$ cat src/design/rst_pfd_pkg.sv
// constants for the reset source and power-fail detect logic
// assumes a single 20 MHz clock and synchronous inputs
package rst_pfd_pkg;
    localparam int unsigned CLK_HZ         = 20_000_000;
    localparam int unsigned THR_HOLD_MS    = 50;
    localparam int unsigned THR_HOLD_CYC   = CLK_HZ / 1000 * THR_HOLD_MS;
    localparam int unsigned INIT_PERIOD_MS = 100;
    localparam logic [15:0] START_ADDR     = 16'h0000;
    // supply-low threshold select encoding
    localparam logic        THR_RUN        = 1'b0; // 3.5 V level
    localparam logic        THR_STOP       = 1'b1; // 2.3 V level
    typedef enum logic [1:0] {ST_OFF, ST_HALT, ST_RUN} seq_state_t;
endpackage : rst_pfd_pkg

$ cat src/design/rst_pfd.sv
// reset sequencing between power-on and enable-pin reset, with the
// carry-disable flip-flop used for power-failure detection
// assumes detector, enable pin and carry pulse are synchronous levels
`timescale 1ns/100ps
// Summary of operation
// - simultaneous rise gives one power-on start
// - enable during forced halt: single start only
// - enable after release: restart on carry edge
// - enable reset leaves stop, threshold after 50ms
// - supply low sets disable, flag read clears
// - disable flip-flop blocks carry flag setting
// - power-on start with carry flag cleared until read
// - flag set each carry pulse rising edge
// - reading the carry flag clears it
// - fail threshold equals power-on threshold
// - enable reset aborts routine at carry edge
// - period change may fire pending reset
// - supply release halts until carry edge
module rst_pfd
    import rst_pfd_pkg::*;
#(
    parameter int unsigned HOLD_CYC = THR_HOLD_CYC
) (
    // clock and reset
    input  wire logic clk,
    input  wire logic nrst,
    // supply detector and enable pin
    input  wire logic supply_low_detect,
    input  wire logic chip_enable,
    input  wire logic clock_stop,
    // carry setting pulse from timer divider
    input  wire logic carry_set_pulse,
    // cpu side
    input  wire logic flag_read,
    output logic      timer_carry_flag,
    output logic      carry_disable,
    output logic      cpu_halt,
    output logic      cpu_restart,
    output logic [15:0] restart_addr,
    output logic      thr_sel
);
    import rst_pfd_pkg::*;

    seq_state_t  state_r;
    logic        carry_edge;
    logic        ce_edge;
    logic        ce_pend_r;
    logic        flag_r;
    logic        dis_r;
    logic        halt_r;
    logic        rst_pulse_r;
    logic        thr_r;
    logic        thr_cnt_run_r;
    logic [31:0] thr_cnt_r;

    // edges of the carry pulse and the enable pin
    rise_det u_carry_edge (
        .clk  (clk),
        .nrst (nrst),
        .lvl  (carry_set_pulse),
        .rise (carry_edge)
    );
    rise_det u_ce_edge (
        .clk  (clk),
        .nrst (nrst),
        .lvl  (chip_enable),
        .rise (ce_edge)
    );

    // reset sequencer; the timer divider itself lives outside and is
    // reinitialised to its 100 ms period by our restart pulse
    always_ff @(posedge clk) begin
        if (!nrst) begin
            state_r     <= ST_OFF;
            halt_r      <= 1'b1;
            rst_pulse_r <= 1'b0;
            ce_pend_r   <= 1'b0;
        end else begin
            rst_pulse_r <= 1'b0;
            case (state_r)
                ST_OFF: begin
                    halt_r    <= 1'b1;
                    ce_pend_r <= 1'b0;
                    if (!supply_low_detect) begin
                        state_r <= ST_HALT;
                    end
                end
                ST_HALT: begin
                    // enable edges here merge into the power-on start
                    ce_pend_r <= 1'b0;
                    if (supply_low_detect) begin
                        state_r <= ST_OFF;
                    end else if (carry_edge) begin
                        state_r     <= ST_RUN;
                        halt_r      <= 1'b0;
                        rst_pulse_r <= 1'b1;
                    end
                end
                ST_RUN: begin
                    if (supply_low_detect) begin
                        state_r <= ST_OFF;
                        halt_r  <= 1'b1;
                    end else if (carry_edge && (ce_pend_r || ce_edge)) begin
                        // routine aborted without waiting for its end
                        rst_pulse_r <= 1'b1;
                        ce_pend_r   <= 1'b0;
                    end else if (ce_edge) begin
                        // an enable edge only sets the pending flag; the
                        // next carry edge, early after a period change, fires it
                        ce_pend_r <= 1'b1;
                    end
                end
                default: begin
                    state_r <= ST_OFF;
                end
            endcase
        end
    end

    // carry-disable flip-flop; detector set wins over read clear
    always_ff @(posedge clk) begin
        if (!nrst) begin
            dis_r <= 1'b1;
        end else if (supply_low_detect) begin
            dis_r <= 1'b1;
        end else if (flag_read) begin
            dis_r <= 1'b0;
        end
    end

    // carry flag; a carry edge in the read cycle is not lost
    always_ff @(posedge clk) begin
        if (!nrst) begin
            flag_r <= 1'b0;
        end else if (supply_low_detect) begin
            flag_r <= 1'b0;
        end else if (carry_edge && !dis_r) begin
            flag_r <= 1'b1;
        end else if (flag_read) begin
            flag_r <= 1'b0;
        end
    end

    // threshold select: stop level held until 50 ms after enable rise
    always_ff @(posedge clk) begin
        if (!nrst) begin
            thr_r         <= THR_RUN;
            thr_cnt_run_r <= 1'b0;
            thr_cnt_r     <= '0;
        end else if (clock_stop && !thr_cnt_run_r) begin
            thr_r <= THR_STOP;
            if (ce_edge) begin
                thr_cnt_run_r <= 1'b1;
                thr_cnt_r     <= '0;
            end
        end else if (thr_cnt_run_r) begin
            if (thr_cnt_r == HOLD_CYC - 1) begin
                thr_r         <= THR_RUN;
                thr_cnt_run_r <= 1'b0;
            end else begin
                thr_cnt_r <= thr_cnt_r + 32'h1;
            end
        end else begin
            thr_r <= THR_RUN;
        end
    end

    assign timer_carry_flag = flag_r;
    assign carry_disable    = dis_r;
    assign cpu_halt         = halt_r;
    assign cpu_restart      = rst_pulse_r;
    assign restart_addr     = START_ADDR;
    assign thr_sel          = thr_r;

    // flag and disable flip-flop behaviour
    AST_DIS_BLOCKS: assert property (@(posedge clk) disable iff (!nrst)
        dis_r |=> !($rose(flag_r)))
        else $error("carry flag set while disabled");
    AST_LOW_SETS_DIS: assert property (@(posedge clk)
        disable iff (!nrst) supply_low_detect |=> dis_r && !flag_r)
        else $error("supply low did not set disable");
    AST_READ_CLEARS: assert property (@(posedge clk)
        disable iff (!nrst)
        flag_read && !carry_edge && !supply_low_detect |=> !flag_r)
        else $error("read did not clear flag");
    AST_CARRY_SETS: assert property (@(posedge clk) disable iff (!nrst)
        carry_edge && !dis_r && !supply_low_detect |=> flag_r)
        else $error("carry edge did not set flag");
    // reset sequencing
    AST_HALT_RELEASE: assert property (@(posedge clk)
        disable iff (!nrst)
        state_r == ST_HALT && carry_edge && !supply_low_detect
        |=> cpu_restart && !cpu_halt)
        else $error("halt not released on carry edge");
    AST_NO_EXTRA: assert property (@(posedge clk) disable iff (!nrst)
        state_r == ST_HALT |=> !ce_pend_r)
        else $error("enable reset pending after halt");
    AST_CE_RESTART: assert property (@(posedge clk) disable iff (!nrst)
        state_r == ST_RUN && ce_pend_r && carry_edge && !supply_low_detect
        |=> cpu_restart)
        else $error("enable restart missed");
    AST_RESTART_EDGE: assert property (@(posedge clk)
        disable iff (!nrst) cpu_restart |-> $past(carry_edge))
        else $error("restart off carry edge");
    // restart is a single pulse, never repeated by itself
    AST_ONE_PULSE: assert property (@(posedge clk)
        disable iff (!nrst) cpu_restart |=> !cpu_restart)
        else $error("restart pulse longer than one cycle");
    // without a pending enable reset the running cpu is left alone
    AST_RUN_QUIET: assert property (@(posedge clk)
        disable iff (!nrst)
        state_r == ST_RUN && !ce_pend_r && !ce_edge |=> !cpu_restart)
        else $error("restart without enable reset");
    // supply low stops the cpu whatever the enable pin does
    AST_LOW_HALTS: assert property (@(posedge clk)
        disable iff (!nrst) supply_low_detect |=> cpu_halt && !cpu_restart)
        else $error("cpu not halted on supply low");
    // threshold select
    AST_THR_STOP: assert property (@(posedge clk)
        disable iff (!nrst)
        clock_stop && !thr_cnt_run_r |=> thr_sel == THR_STOP)
        else $error("stop threshold not selected");
    AST_THR_BACK: assert property (@(posedge clk) disable iff (!nrst)
        thr_cnt_run_r && thr_cnt_r == HOLD_CYC - 1 |=> thr_sel == THR_RUN)
        else $error("threshold not restored");
endmodule : rst_pfd

$ cat src/design/rise_det.sv
// rising edge detector for a synchronous level
// assumes the input is already in the clk domain
`timescale 1ns/100ps
module rise_det (
    // clock and reset
    input  wire logic clk,
    input  wire logic nrst,
    // level in, pulse out
    input  wire logic lvl,
    output logic      rise
);
    logic lvl_r;

    // delayed copy for edge compare
    always_ff @(posedge clk) begin
        if (!nrst) begin
            lvl_r <= 1'b0;
        end else begin
            lvl_r <= lvl;
        end
    end

    assign rise = lvl & ~lvl_r;
endmodule : rise_det

$ cat config.mk
export PLATFORM = sky130hd
export DESIGN_NAME = rst_pfd
export DESIGN_NICKNAME = d
export VERILOG_FILES = /design/src/design/rst_pfd_pkg.sv /design/src/design/rst_pfd.sv /design/src/design/rise_det.sv
export SDC_FILE = /design/constraint.sdc
export NUM_CORES = 1
export LEC_CHECK = 0
export ABC_AREA = 1
export BUFFER_PORTS_ARGS = -buffer_cell sky130_fd_sc_hd__buf_2
export CORE_MARGIN = 1.5
export CORE_UTILIZATION = 40
export DETAILED_ROUTE_END_ITERATION = 7
export PLACE_DENSITY_LB_ADDON = 0.08
export SYNTH_ARGS = -nofsm -noshare
export SYNTH_HDL_FRONTEND = slang
export SYNTH_HIERARCHICAL = 1
export SYNTH_SLANG_ARGS = --single-unit
$ cat constraint.sdc
create_clock -name clk -period 1.75 [get_ports clk]
set_clock_uncertainty 0.15 [all_clocks]
set_input_delay 0.35 -clock clk [delete_from_list [all_inputs] [get_ports clk]]
set_output_delay 0.35 -clock clk [all_outputs]
set_load 0.005 [all_outputs]
==> results of run 1 <==
per-stage QoR:
| step | cells | cell area (sq um) | hold slack (ns) | utilization [%] | setup TNS, ns |
|---|---|---|---|---|---|
| floorplan | 528 | 3100 | 0.291 | - | 0 |
| global placement | 661 | 3460 | 0.301 | 47.4 | -0.0646 |
| detailed placement | 661 | 3460 | 0.304 | 47.4 | -1.23 |
| CTS | 669 | 3590 | 0.0796 | 49.2 | -0.00313 |
| global route | 674 | 3860 | 0.0897 | 53.0 | -1.15 |
| finish | 674 | 3860 | 0.0851 | 53.0 | 0 |
worst max-delay path: cells and delay by family (launching register included):
family | cells | cell delay (ns)
and+or+nand+nor | 9 | 0.78
DFF | 1 | 0.37
buffers and inverters | 1 | 0.18
adders and majority gates | 1 | 0.14
layout make-up:
cell class	instances	area [sq um]	area share, %
Clock buffer	5	68.8	1.78
Clock inverter	3	20.0	0.518
Inverter	59	221	5.73
Multi-Input combinational cell	396	2000	51.8
Sequential cell	43	886	22.9
Tap cell	99	124	3.21
Timing Repair Buffer	69	543	14.1
logic make-up (layout without fill, tap and decap cells):
group	count (synthesis)	count (layout)
AND/OR/NAND/NOR	333	333
buffers and inverters	89	136
flip-flops	43	43
AO/OA/AOI/OAI	37	37
adder cells (fa/ha/maj)	5	5
XOR/XNOR	5	5
other	1	16
routing by layer:
metal	vias up	global-route usage [%]	part of all wire, %
li1	1679	-	-
met1	1457	29.8	49
met2	85	34.6	46
met3	8	2.96	4.7
met4	0	5.03	0.85
met5	-	0	0
flip-flops by register name (all words and copies together), names as in the netlist:
register / count
thr_cnt_r: 32
state_r: 2
carry_disable: 1
ce_pend_r: 1
cpu_halt: 1
cpu_restart: 1
thr_cnt_run_r: 1
thr_sel: 1
timer_carry_flag: 1
u_carry_edge/lvl_r: 1
u_ce_edge/lvl_r: 1
power by group through the flow:
| stage | Combinational [uW] | Sequential (uW) | Clock [uW] |
|---|---|---|---|
| global placement | 382 | 1060 | 0 |
| floorplan | 279 | 1070 | 0 |
| finish | 449 | 1040 | 664 |
| global route | 501 | 1040 | 730 |
| detailed placement | 384 | 1070 | 0 |
| CTS | 397 | 1040 | 677 |
worst paths after layout:
path | to | depth (start not counted)
min reg2reg | timer_carry_flag$_SDFFE_PP0P_ | 2
min | u_carry_edge/lvl_r$_SDFF_PN0_ | 3
max reg2reg | thr_cnt_r[17]$_SDFFE_PN0P_ | 11
max | thr_cnt_r[17]$_SDFFE_PN0P_ | 11
what timing repair did:
action / CTS / global route
setup buffers: 0 / 4
endpoints found under the setup margin: 31 / 31
gates resized for setup: 11 / 77
gates cloned: 0 / 1
pin swaps: 1 / 18
synth_stat cells, drive strengths merged:
library cell | n | area (sq um)
o21ai | 6 | 30.0
a21oi | 23 | 119
xnor2 | 3 | 26.3
ha | 5 | 62.6
buf | 26 | 199
clkbuf | 4 | 15.0
conb | 1 | 3.75
nand4 | 4 | 25.0
dfxtp | 43 | 861
nand3 | 58 | 290
xor2 | 2 | 17.5
inv | 59 | 221
o21bai | 3 | 22.5
a31oi | 1 | 6.26
nand2 | 175 | 669
o211ai | 1 | 7.51
a21boi | 1 | 7.51
a211oi | 1 | 7.51
o221ai | 1 | 8.76
nor3 | 2 | 10.0
nor3b | 1 | 7.51
nor2 | 93 | 403
==> impl_metrics.env, run 1 <==
export IMPL_post_route_period_util_pct=98.5
export IMPL_mostFrequentLayoutCells="nand2_1 (154), nor2_1 (63), nand3_1 (55), inv_1 (53), buf_4 (51)"
export IMPL_die_y_microns=89.9
export IMPL_grt_max_degree=20
export IMPL_power_density_nw_per_um2=557
export IMPL_cts_root_buf="clkbuf_8"
export IMPL_fmax_ghz=0.580
export IMPL_antenna_found_initial=0
export IMPL_hold_viol=0
export IMPL_drc=0
export IMPL_htreeDepth=2
export IMPL_yosysSeqAreaShare_pct=28.5
export IMPL_p_sw_uw=683
export IMPL_pre_cts_ws_ns=-0.0747
export IMPL_route_vias_total=3229
export IMPL_diodes=0
export IMPL_crit_path_start="thr_cnt_r[0]$_SDFFE_PN0P_"
export IMPL_worstHoldStart="carry_set_pulse"
export IMPL_crit_type="reg -> reg"
export IMPL_wl_per_cell_microns=12.4
export IMPL_core_area_sq_um=7290
export IMPL_vias_per_cell=4.79
export IMPL_syn_inst=513
export IMPL_cts_tree="yes"
export IMPL_yosysWarningCount=6
export IMPL_grt_overflow_total=0
export IMPL_clk_pin_slew_worst_paths_ns=0.09
export IMPL_synthXorXnorAreaFrac_pct=1.45
export IMPL_grt_pass1_wl_microns=14000
export IMPL_switching_share_pct=31.8
export IMPL_dieArea_sq_um=8080
export IMPL_power_uw=2150
export IMPL_drt_iter0_markers=197
export IMPL_final_common_cell="nand2_1"
export IMPL_nets=586
export IMPL_cts_hold_buf=0
export IMPL_synth_seq_cells=43
export IMPL_max_stage_delay_ns=0.37
export IMPL_synth_area_sq_um=3020
export IMPL_synthMuxAreaShare_pct=0
export IMPL_numPortBuffers=11
export IMPL_fp_dieW_microns=89.9
export IMPL_place_congestion=0.919
export IMPL_syn_area_per_cell_sq_um=5.89
export IMPL_synth_fa_ha_area_share_pct=2.07
export IMPL_power_frac_comb_pct=20.9
export IMPL_ioPinCount=28
export IMPL_p_leak_uw=0.00174
export IMPL_cp_data_required_time_ns=1.81
export IMPL_drtPass1Iterations=5
export IMPL_routed_wl_microns=8360
export IMPL_syn2layout_area_growth_pct=27.9
export IMPL_path_cells="ha_4 > nand2_4 > nor2_8 > nand2_2 > nor2_2 > nand2_2 > nand2_4 > nand2_8 > clkbuf_16 > nand3_1 > nand2_1"
export IMPL_synthDistinctLibCells=30
export IMPL_rr_startpoint="thr_cnt_r[0]$_SDFFE_PN0P_"
export IMPL_cp_end_kind="flop"
export IMPL_cts_sinks=43
export IMPL_rows=31
export IMPL_synth_simple_area_share_pct=46.5
export IMPL_drive_above_1_share_pct=26.4
export IMPL_timing_final_ws_setup_ns=0.0266
export IMPL_fill_cells=755
export IMPL_clockPowerShare_pct=30.9
export IMPL_finalCriticalPeriod_ns=1.72
export IMPL_dp_hpwl_microns=6160
export IMPL_outcome="finished clean"
export IMPL_finalSetupViolCount=0
export IMPL_arrival_ns=1.78
export IMPL_holdCritPathClass="in -> reg"
export IMPL_crit_fanout=7
export IMPL_initial_utilization_pct=41.4
export IMPL_p_int_uw=1470
export IMPL_clk_path_buf_depth=2
export IMPL_cts_buffers=5
export IMPL_synth_top_family_by_area="simple AND/OR/NAND/NOR gates"
export IMPL_ant_nets=0
export IMPL_crit_slowest_cell="dfxtp_4"
export IMPL_rsz0062_at_grt="yes"
export IMPL_synth_compound_area_share_pct=6.92
export IMPL_vdd_drop_max_mv=0.385
export IMPL_max_cap_violations=0
export IMPL_clk_insertion_delay_late_ns=0.30
export IMPL_p_seq_share_pct=48.3
export IMPL_grt_util_all_layers_pct=21.3
export IMPL_critPathLaunchType="flop"
export IMPL_maxSlewViolCount=0
export IMPL_ff2ff_setup_slack_ns=0.03
export IMPL_first_global_vias=2925
Power figures use the tool's default switching activity.
==> run 2, diff against run 1 <==
--- a/config.mk
+++ b/config.mk
@@ -6,10 +6,10 @@
 export NUM_CORES = 1
 export LEC_CHECK = 0
 export ABC_AREA = 1
-export BUFFER_PORTS_ARGS = -buffer_cell sky130_fd_sc_hd__buf_2
 export CORE_MARGIN = 1.5
 export CORE_UTILIZATION = 40
 export DETAILED_ROUTE_END_ITERATION = 7
+export DONT_BUFFER_PORTS = 1
 export PLACE_DENSITY_LB_ADDON = 0.08
 export SYNTH_ARGS = -nofsm -noshare
 export SYNTH_HDL_FRONTEND = slang
==> run 2 against run 1 <==
Against the previous run:
- setup slack better by 0.0063 ns
- register-to-register slack is essentially flat
- count of clock-buffer cells in the layout up 1
- die area is the same
- cell count fell by 0.15%
- global-route usage rose by 0.058 points
- total power grew 0.61%
- critical endpoint is now thr_cnt_r[18]$_SDFFE_PN0P_
- largest cell class unchanged
- largest power group unchanged
==> impl_metrics.env, run 2 (synthesis results as in run 1) <==
export IMPL_fill_cells=813
export IMPL_first_global_vias=3053
export IMPL_arrival_ns=1.82
export IMPL_clk_pin_slew_worst_paths_ns=0.09
export IMPL_cp_data_required_time_ns=1.86
export IMPL_cts_root_buf="clkbuf_8"
export IMPL_rows=31
export IMPL_place_congestion=0.907
export IMPL_placedCellCount=654
export IMPL_grt_max_degree=21
export IMPL_dp_hpwl_microns=6180
export IMPL_fp_dieW_microns=89.9
export IMPL_max_cap_violations=0
export IMPL_fmax_ghz=0.582
export IMPL_ff2ff_setup_slack_ns=0.03
export IMPL_diodes=0
export IMPL_core_area_sq_um=7290
export IMPL_vias_per_cell=4.67
export IMPL_drc=0
export IMPL_cts_tree="yes"
export IMPL_crit_slowest_cell="dfxtp_2"
export IMPL_cts_buffers=5
export IMPL_multi_input_area_sq_um=1880
export IMPL_antenna_found_initial=0
export IMPL_clk_path_buf_depth=2
export IMPL_top_register="thr_cnt_r"
export IMPL_whs_endpoint="thr_cnt_r[0]$_SDFFE_PN0P_"
export IMPL_numPortBuffers=0
export IMPL_drive_above_1_share_pct=19.7
export IMPL_syn2layout_area_growth_pct=23.9
export IMPL_design_area_sq_um=3740
export IMPL_r2r_end="thr_cnt_r[18]$_SDFFE_PN0P_"
export IMPL_grt_overflow_total=0
export IMPL_maxSlewViolCount=0
export IMPL_rsz0062_at_grt="yes"
export IMPL_worstHoldStart="nrst"
export IMPL_route_vias_total=3146
export IMPL_crit_fanout=6
export IMPL_initial_utilization_pct=41.4
export IMPL_finalCriticalPeriod_ns=1.72
export IMPL_p_leak_uw=0.00168
export IMPL_drt_iter0_markers=232
export IMPL_critPathLaunchType="flop"
export IMPL_final_seq_area_sq_um=872
export IMPL_final_common_cell="nand2_1"
export IMPL_outcome="finished clean"
export IMPL_min_path_cells=2
export IMPL_routed_wl_microns=8390
export IMPL_power_density_nw_per_um2=578
export IMPL_die_y_microns=89.9
export IMPL_grt_pass1_wl_microns=14100
export IMPL_hold_viol=0
export IMPL_ioPinCount=28
export IMPL_crit_path_frequent_cell="nand2_4"
export IMPL_cp_end_kind="flop"
export IMPL_ant_nets=0
export IMPL_placed_area_sq_um=3430
export IMPL_dieArea_sq_um=8080
export IMPL_clk_insertion_delay_late_ns=0.31
export IMPL_grt_util_all_layers_pct=21.4
export IMPL_r2r_cells=12
export IMPL_vdd_drop_max_mv=0.323
export IMPL_cts_sinks=43
export IMPL_nets=585
export IMPL_drtPass1Iterations=4
export IMPL_rr_startpoint="thr_cnt_r[0]$_SDFFE_PN0P_"
export IMPL_holdCritPathClass="in -> reg"
export IMPL_max_stage_delay_ns=0.37
export IMPL_crit_type="reg -> reg"
export IMPL_post_route_period_util_pct=98.1
export IMPL_wl_per_cell_microns=12.5
export IMPL_htreeDepth=2
export IMPL_mostFrequentLayoutCells="nand2_1 (165), nor2_1 (72), inv_1 (59), nand3_1 (56), buf_4 (56)"
export IMPL_reg_largest_list="thr_cnt_r: 32 flops, state_r: 2 flops"
export IMPL_largest_reg_flops=32
export IMPL_stdcell_count=673
export IMPL_path_cells="ha_4 > nand2_4 > nor2_8 > nand2_2 > nor2_2 > nand2_2 > nand2_4 > nand2_4 > buf_6 > nor2_4 > nand2_1 > nand2_1"
export IMPL_finalSetupViolCount=0
[run 2: changes by cell type in the layout (fill, tap and decap cells not counted), moves of 6 or more]
| cell | delta |
|---|---|
| buf_2 | -11 |
| nand2_1 | +11 |
| nor2_1 | +9 |
| dlygate4sd3_1 | +6 |
| inv_1 | +6 |
| inv_2 | -6 |
| nor2_4 | -6 |
[run 2: worst max-delay path: cells and delay by family, from the launching register on]
kind / cells / cell delay, ns
adder cells (fa/ha/maj): 1 / 0.15
buffers and inverters: 1 / 0.12
flip-flops: 1 / 0.37
AND/OR/NAND/NOR: 10 / 0.88
[run 2: how the worst max path moves through the flow]
| stage | slack (ns) | cells past startpoint | end | start |
|---|---|---|---|---|
| 2_1_floorplan | 0.02 | 12 | thr_cnt_r[17]$_SDFFE_PN0P_ | thr_cnt_r[1]$_SDFFE_PN0P_ |
| 3_3_place_gp | -0.11 | 9 | thr_cnt_r[10]$_SDFFE_PN0P_ | thr_cnt_r[7]$_SDFFE_PN0P_ |
| 3_5_place_dp | -0.09 | 10 | thr_cnt_r[24]$_SDFFE_PN0P_ | thr_cnt_r[7]$_SDFFE_PN0P_ |
| 4_1_cts | 0.003 | 9 | thr_cnt_r[10]$_SDFFE_PN0P_ | thr_cnt_r[7]$_SDFFE_PN0P_ |
| 5_1_grt | -0.1 | 13 | thr_cnt_r[22]$_SDFFE_PN0P_ | thr_cnt_r[0]$_SDFFE_PN0P_ |
| 6_report | 0.03 | 12 | thr_cnt_r[18]$_SDFFE_PN0P_ | thr_cnt_r[0]$_SDFFE_PN0P_ |
[run 2: repair_timing]
action / CTS / global route
hold buffers: 5 / 1
resized for setup: 7 / 30
endpoints found under the hold margin: 3 / 1
buffers inserted: 4 / 2
pin swaps: 3 / 15
setup endpoints to repair: 32 / 32
[run 2: through the flow]
step / util [%] / total power, uW / hold slack [ns] / setup TNS [ns] / setup slack, ns
2_1_floorplan: - / 1350 / 0.291 / 0 / 0.0196
3_3_place_gp: 47.1 / 1440 / 0.295 / -0.368 / -0.107
3_5_place_dp: 47.1 / 1450 / 0.299 / -1.76 / -0.0874
4_1_cts: 49.8 / 2170 / 0.00232 / 0 / 0.00325
5_1_grt: 51.3 / 2260 / 0.00443 / -2.12 / -0.0975
6_report: 51.3 / 2160 / 0.00898 / 0 / 0.0328
[run 2: area by class of cell]
class                   instances  share of cell area, %
inverters                      59                   5.92
flip-flops and latches         43                   23.3
clock inverters                 2                  0.435
repair buffers                 68                   14.6
clock buffers                   6                   2.21
multi-input cells             396                   50.2
well taps                      99                   3.31
[run 2: metal layers]
| metal | wire length, microns | GRT usage, % | share of wire, % | up-vias |
|---|---|---|---|---|
| li1 | - | - | - | 1680 |
| met1 | 4280 | 29.1 | 51 | 1405 |
| met2 | 3770 | 36.0 | 45 | 50 |
| met3 | 247 | 2.45 | 2.9 | 11 |
| met4 | 93 | 5.16 | 1.1 | 0 |
| met5 | 0 | 0 | 0 | - |
[run 2: power breakdown]
group          switching, uW  total [uW]  internal (uW)
clock network            389         712            323
registers               25.1        1040           1020
logic                    243         411            168
==> run 3, diff against run 2 <==
--- a/config.mk
+++ b/config.mk
@@ -7,7 +7,7 @@
 export LEC_CHECK = 0
 export ABC_AREA = 1
 export CORE_MARGIN = 1.5
-export CORE_UTILIZATION = 40
+export CORE_UTILIZATION = 45
 export DETAILED_ROUTE_END_ITERATION = 7
 export DONT_BUFFER_PORTS = 1
 export PLACE_DENSITY_LB_ADDON = 0.08
==> run 3 against run 2 <==
Against the previous run:
- the flow now finishes with violations (design-rule violations, negative setup slack)
- global-route usage rose by 2.7 points
- die area shrank 11%
- count of clock-buffer cells in the layout fell by 1
- critical endpoint is now thr_cnt_r[12]$_SDFFE_PN0P_
- non-clock buffer count decreased by 2
- core utilization increased by 10 points
- first-iteration DRC count decreased by 15%
- total power rose by 8.3%
==> impl_metrics.env, run 3 (synthesis results as in run 1) <==
export IMPL_drt_iter0_markers=198
export IMPL_failed_checks="design-rule violations, negative setup slack"
export IMPL_cp_end_kind="flop"
export IMPL_nets=583
export IMPL_cts_sinks=43
export IMPL_max_stage_delay_ns=0.37
export IMPL_placedCellCount=627
export IMPL_grt_overflow_total=0
export IMPL_numPortBuffers=0
export IMPL_routed_wl_microns=8650
export IMPL_ant_nets=0
export IMPL_ioPinCount=28
export IMPL_grt_max_degree=28
export IMPL_dp_hpwl_microns=5940
export IMPL_largest_reg_flops=32
export IMPL_drive_above_1_share_pct=26.0
export IMPL_vdd_drop_max_mv=0.403
export IMPL_setup_tns_ns=-0.187
export IMPL_cp_data_required_time_ns=1.80
export IMPL_route_vias_total=3260
export IMPL_clk_path_buf_depth=2
export IMPL_mostFrequentLayoutCells="nand2_1 (145), nor2_1 (69), nand3_1 (52), inv_1 (51), buf_4 (49)"
export IMPL_diodes=0
export IMPL_antenna_found_initial=0
export IMPL_finalCriticalPeriod_ns=1.78
export IMPL_clk_insertion_delay_late_ns=0.31
export IMPL_ff2ff_setup_slack_ns=-0.03
export IMPL_syn2layout_area_growth_pct=30.8
export IMPL_grt_util_all_layers_pct=24.1
export IMPL_reg_largest_list="thr_cnt_r: 32 flops, state_r: 2 flops"
export IMPL_maxSlewViolCount=0
export IMPL_power_uw=2340
export IMPL_final_seq_area_sq_um=871
export IMPL_max_cap_violations=0
export IMPL_initial_utilization_pct=47.0
export IMPL_outcome="finished with violations"
export IMPL_cts_buffers=5
export IMPL_crit_fanout=8
export IMPL_place_congestion=0.873
export IMPL_finalSetupViolCount=14
export IMPL_fmax_ghz=0.561
export IMPL_drtPass1Iterations=7
export IMPL_fill_cells=650
export IMPL_cts_tree="yes"
export IMPL_p_leak_uw=0.00177
export IMPL_die_y_microns=84.9
export IMPL_crit_slowest_cell="dfxtp_2"
export IMPL_rows=29
export IMPL_cts_root_buf="clkbuf_8"
export IMPL_power_density_nw_per_um2=593
export IMPL_hold_viol=0
export IMPL_drc=4
export IMPL_htreeDepth=2
export IMPL_clk_pin_slew_worst_paths_ns=0.09
export IMPL_timing_final_ws_setup_ns=-0.0332
export IMPL_dieArea_sq_um=7210
export IMPL_holdCritPathClass="in -> reg"
export IMPL_grt_pass1_wl_microns=13800
export IMPL_multi_input_area_sq_um=2040
export IMPL_final_common_cell="nand2_1"
export IMPL_post_route_period_util_pct=102
export IMPL_fp_dieW_microns=84.9
export IMPL_stdcell_count=649
export IMPL_crit_type="reg -> reg"
export IMPL_critPathLaunchType="flop"
export IMPL_path_cells="ha_4 > nand2_4 > nor2_8 > nand2_2 > nor2_2 > nand2_2 > nand2_8 > nand2_8 > clkbuf_16 > nand2_1 > a21oi_1"
export IMPL_vias_per_cell=5.02
export IMPL_arrival_ns=1.83
export IMPL_rsz0062_at_grt="yes"
export IMPL_first_global_vias=2965
export IMPL_wl_per_cell_microns=13.3
export IMPL_top_register="thr_cnt_r"
export IMPL_core_area_sq_um=6420
## run 3: cell count changes in the layout (fill, tap and decap cells not counted), sizes merged
cell and change:
clkinvlp -1, bufinv +1, clkbuf +2, clkinv +1
buf -5
## run 3: final timing paths
kind	from	endpoint	depth (start not counted)
worst min register to register	state_r[1]$_SDFFE_PN0P_	state_r[1]$_SDFFE_PN0P_	2
worst max-delay path	thr_cnt_r[0]$_SDFFE_PN0P_	thr_cnt_r[12]$_SDFFE_PN0P_	11
worst min-delay path	nrst	thr_cnt_r[29]$_SDFFE_PN0P_	2
worst max register to register	thr_cnt_r[0]$_SDFFE_PN0P_	thr_cnt_r[12]$_SDFFE_PN0P_	11
## run 3: stage by stage
stage               utilization, %  hold WS, ns  setup slack [ns]  area (sq um)
floorplan                        -        0.291            0.0196          3100
global placement              52.7        0.294           -0.0101          3380
detailed placement            52.7        0.299           -0.0749          3380
CTS                           56.0     0.000120          0.000927          3600
global route                  61.5      0.00466            -0.121          3950
finish                        61.5      0.00740           -0.0332          3950
## run 3: timing repair
item,4_1_cts,5_1_grt
resized for setup,11,77
gates cloned,0,4
pin swaps,0,35
endpoints found under the setup margin,32,32
buffers inserted,0,4
hold buffers,6,0
endpoints found under the hold margin,4,0
## run 3: metal layers
metal / share of wire [%] / up-vias / track usage, %
li1: - / 1673 / -
met1: 47 / 1489 / 32.2
met2: 46 / 86 / 40.6
met3: 4.7 / 12 / 3.60
met4: 1.8 / 0 / 6.71
met5: 0 / - / 0
## run 3: final cells by class
type | instances | area share, %
inverter | 59 | 5.60
clock inverter | 3 | 1.11
sequential | 43 | 22.0
tap | 77 | 2.44
timing repair buffer | 66 | 15.5
multi-input combinational | 396 | 51.5
clock buffer | 5 | 1.74
## run 3: power by group
group | internal [uW] | total (uW) | switching [uW]
clock network | 426 | 821 | 395
logic | 198 | 482 | 284
registers | 1020 | 1040 | 24.0
## run 3: critical path, delay by kind of cell (launching register included)
kind / cells / cell delay (ns)
simple gates: 8 / 0.76
flops: 1 / 0.37
buf+inv: 1 / 0.18
fa+ha+maj: 1 / 0.15
compound gates: 1 / 0.06
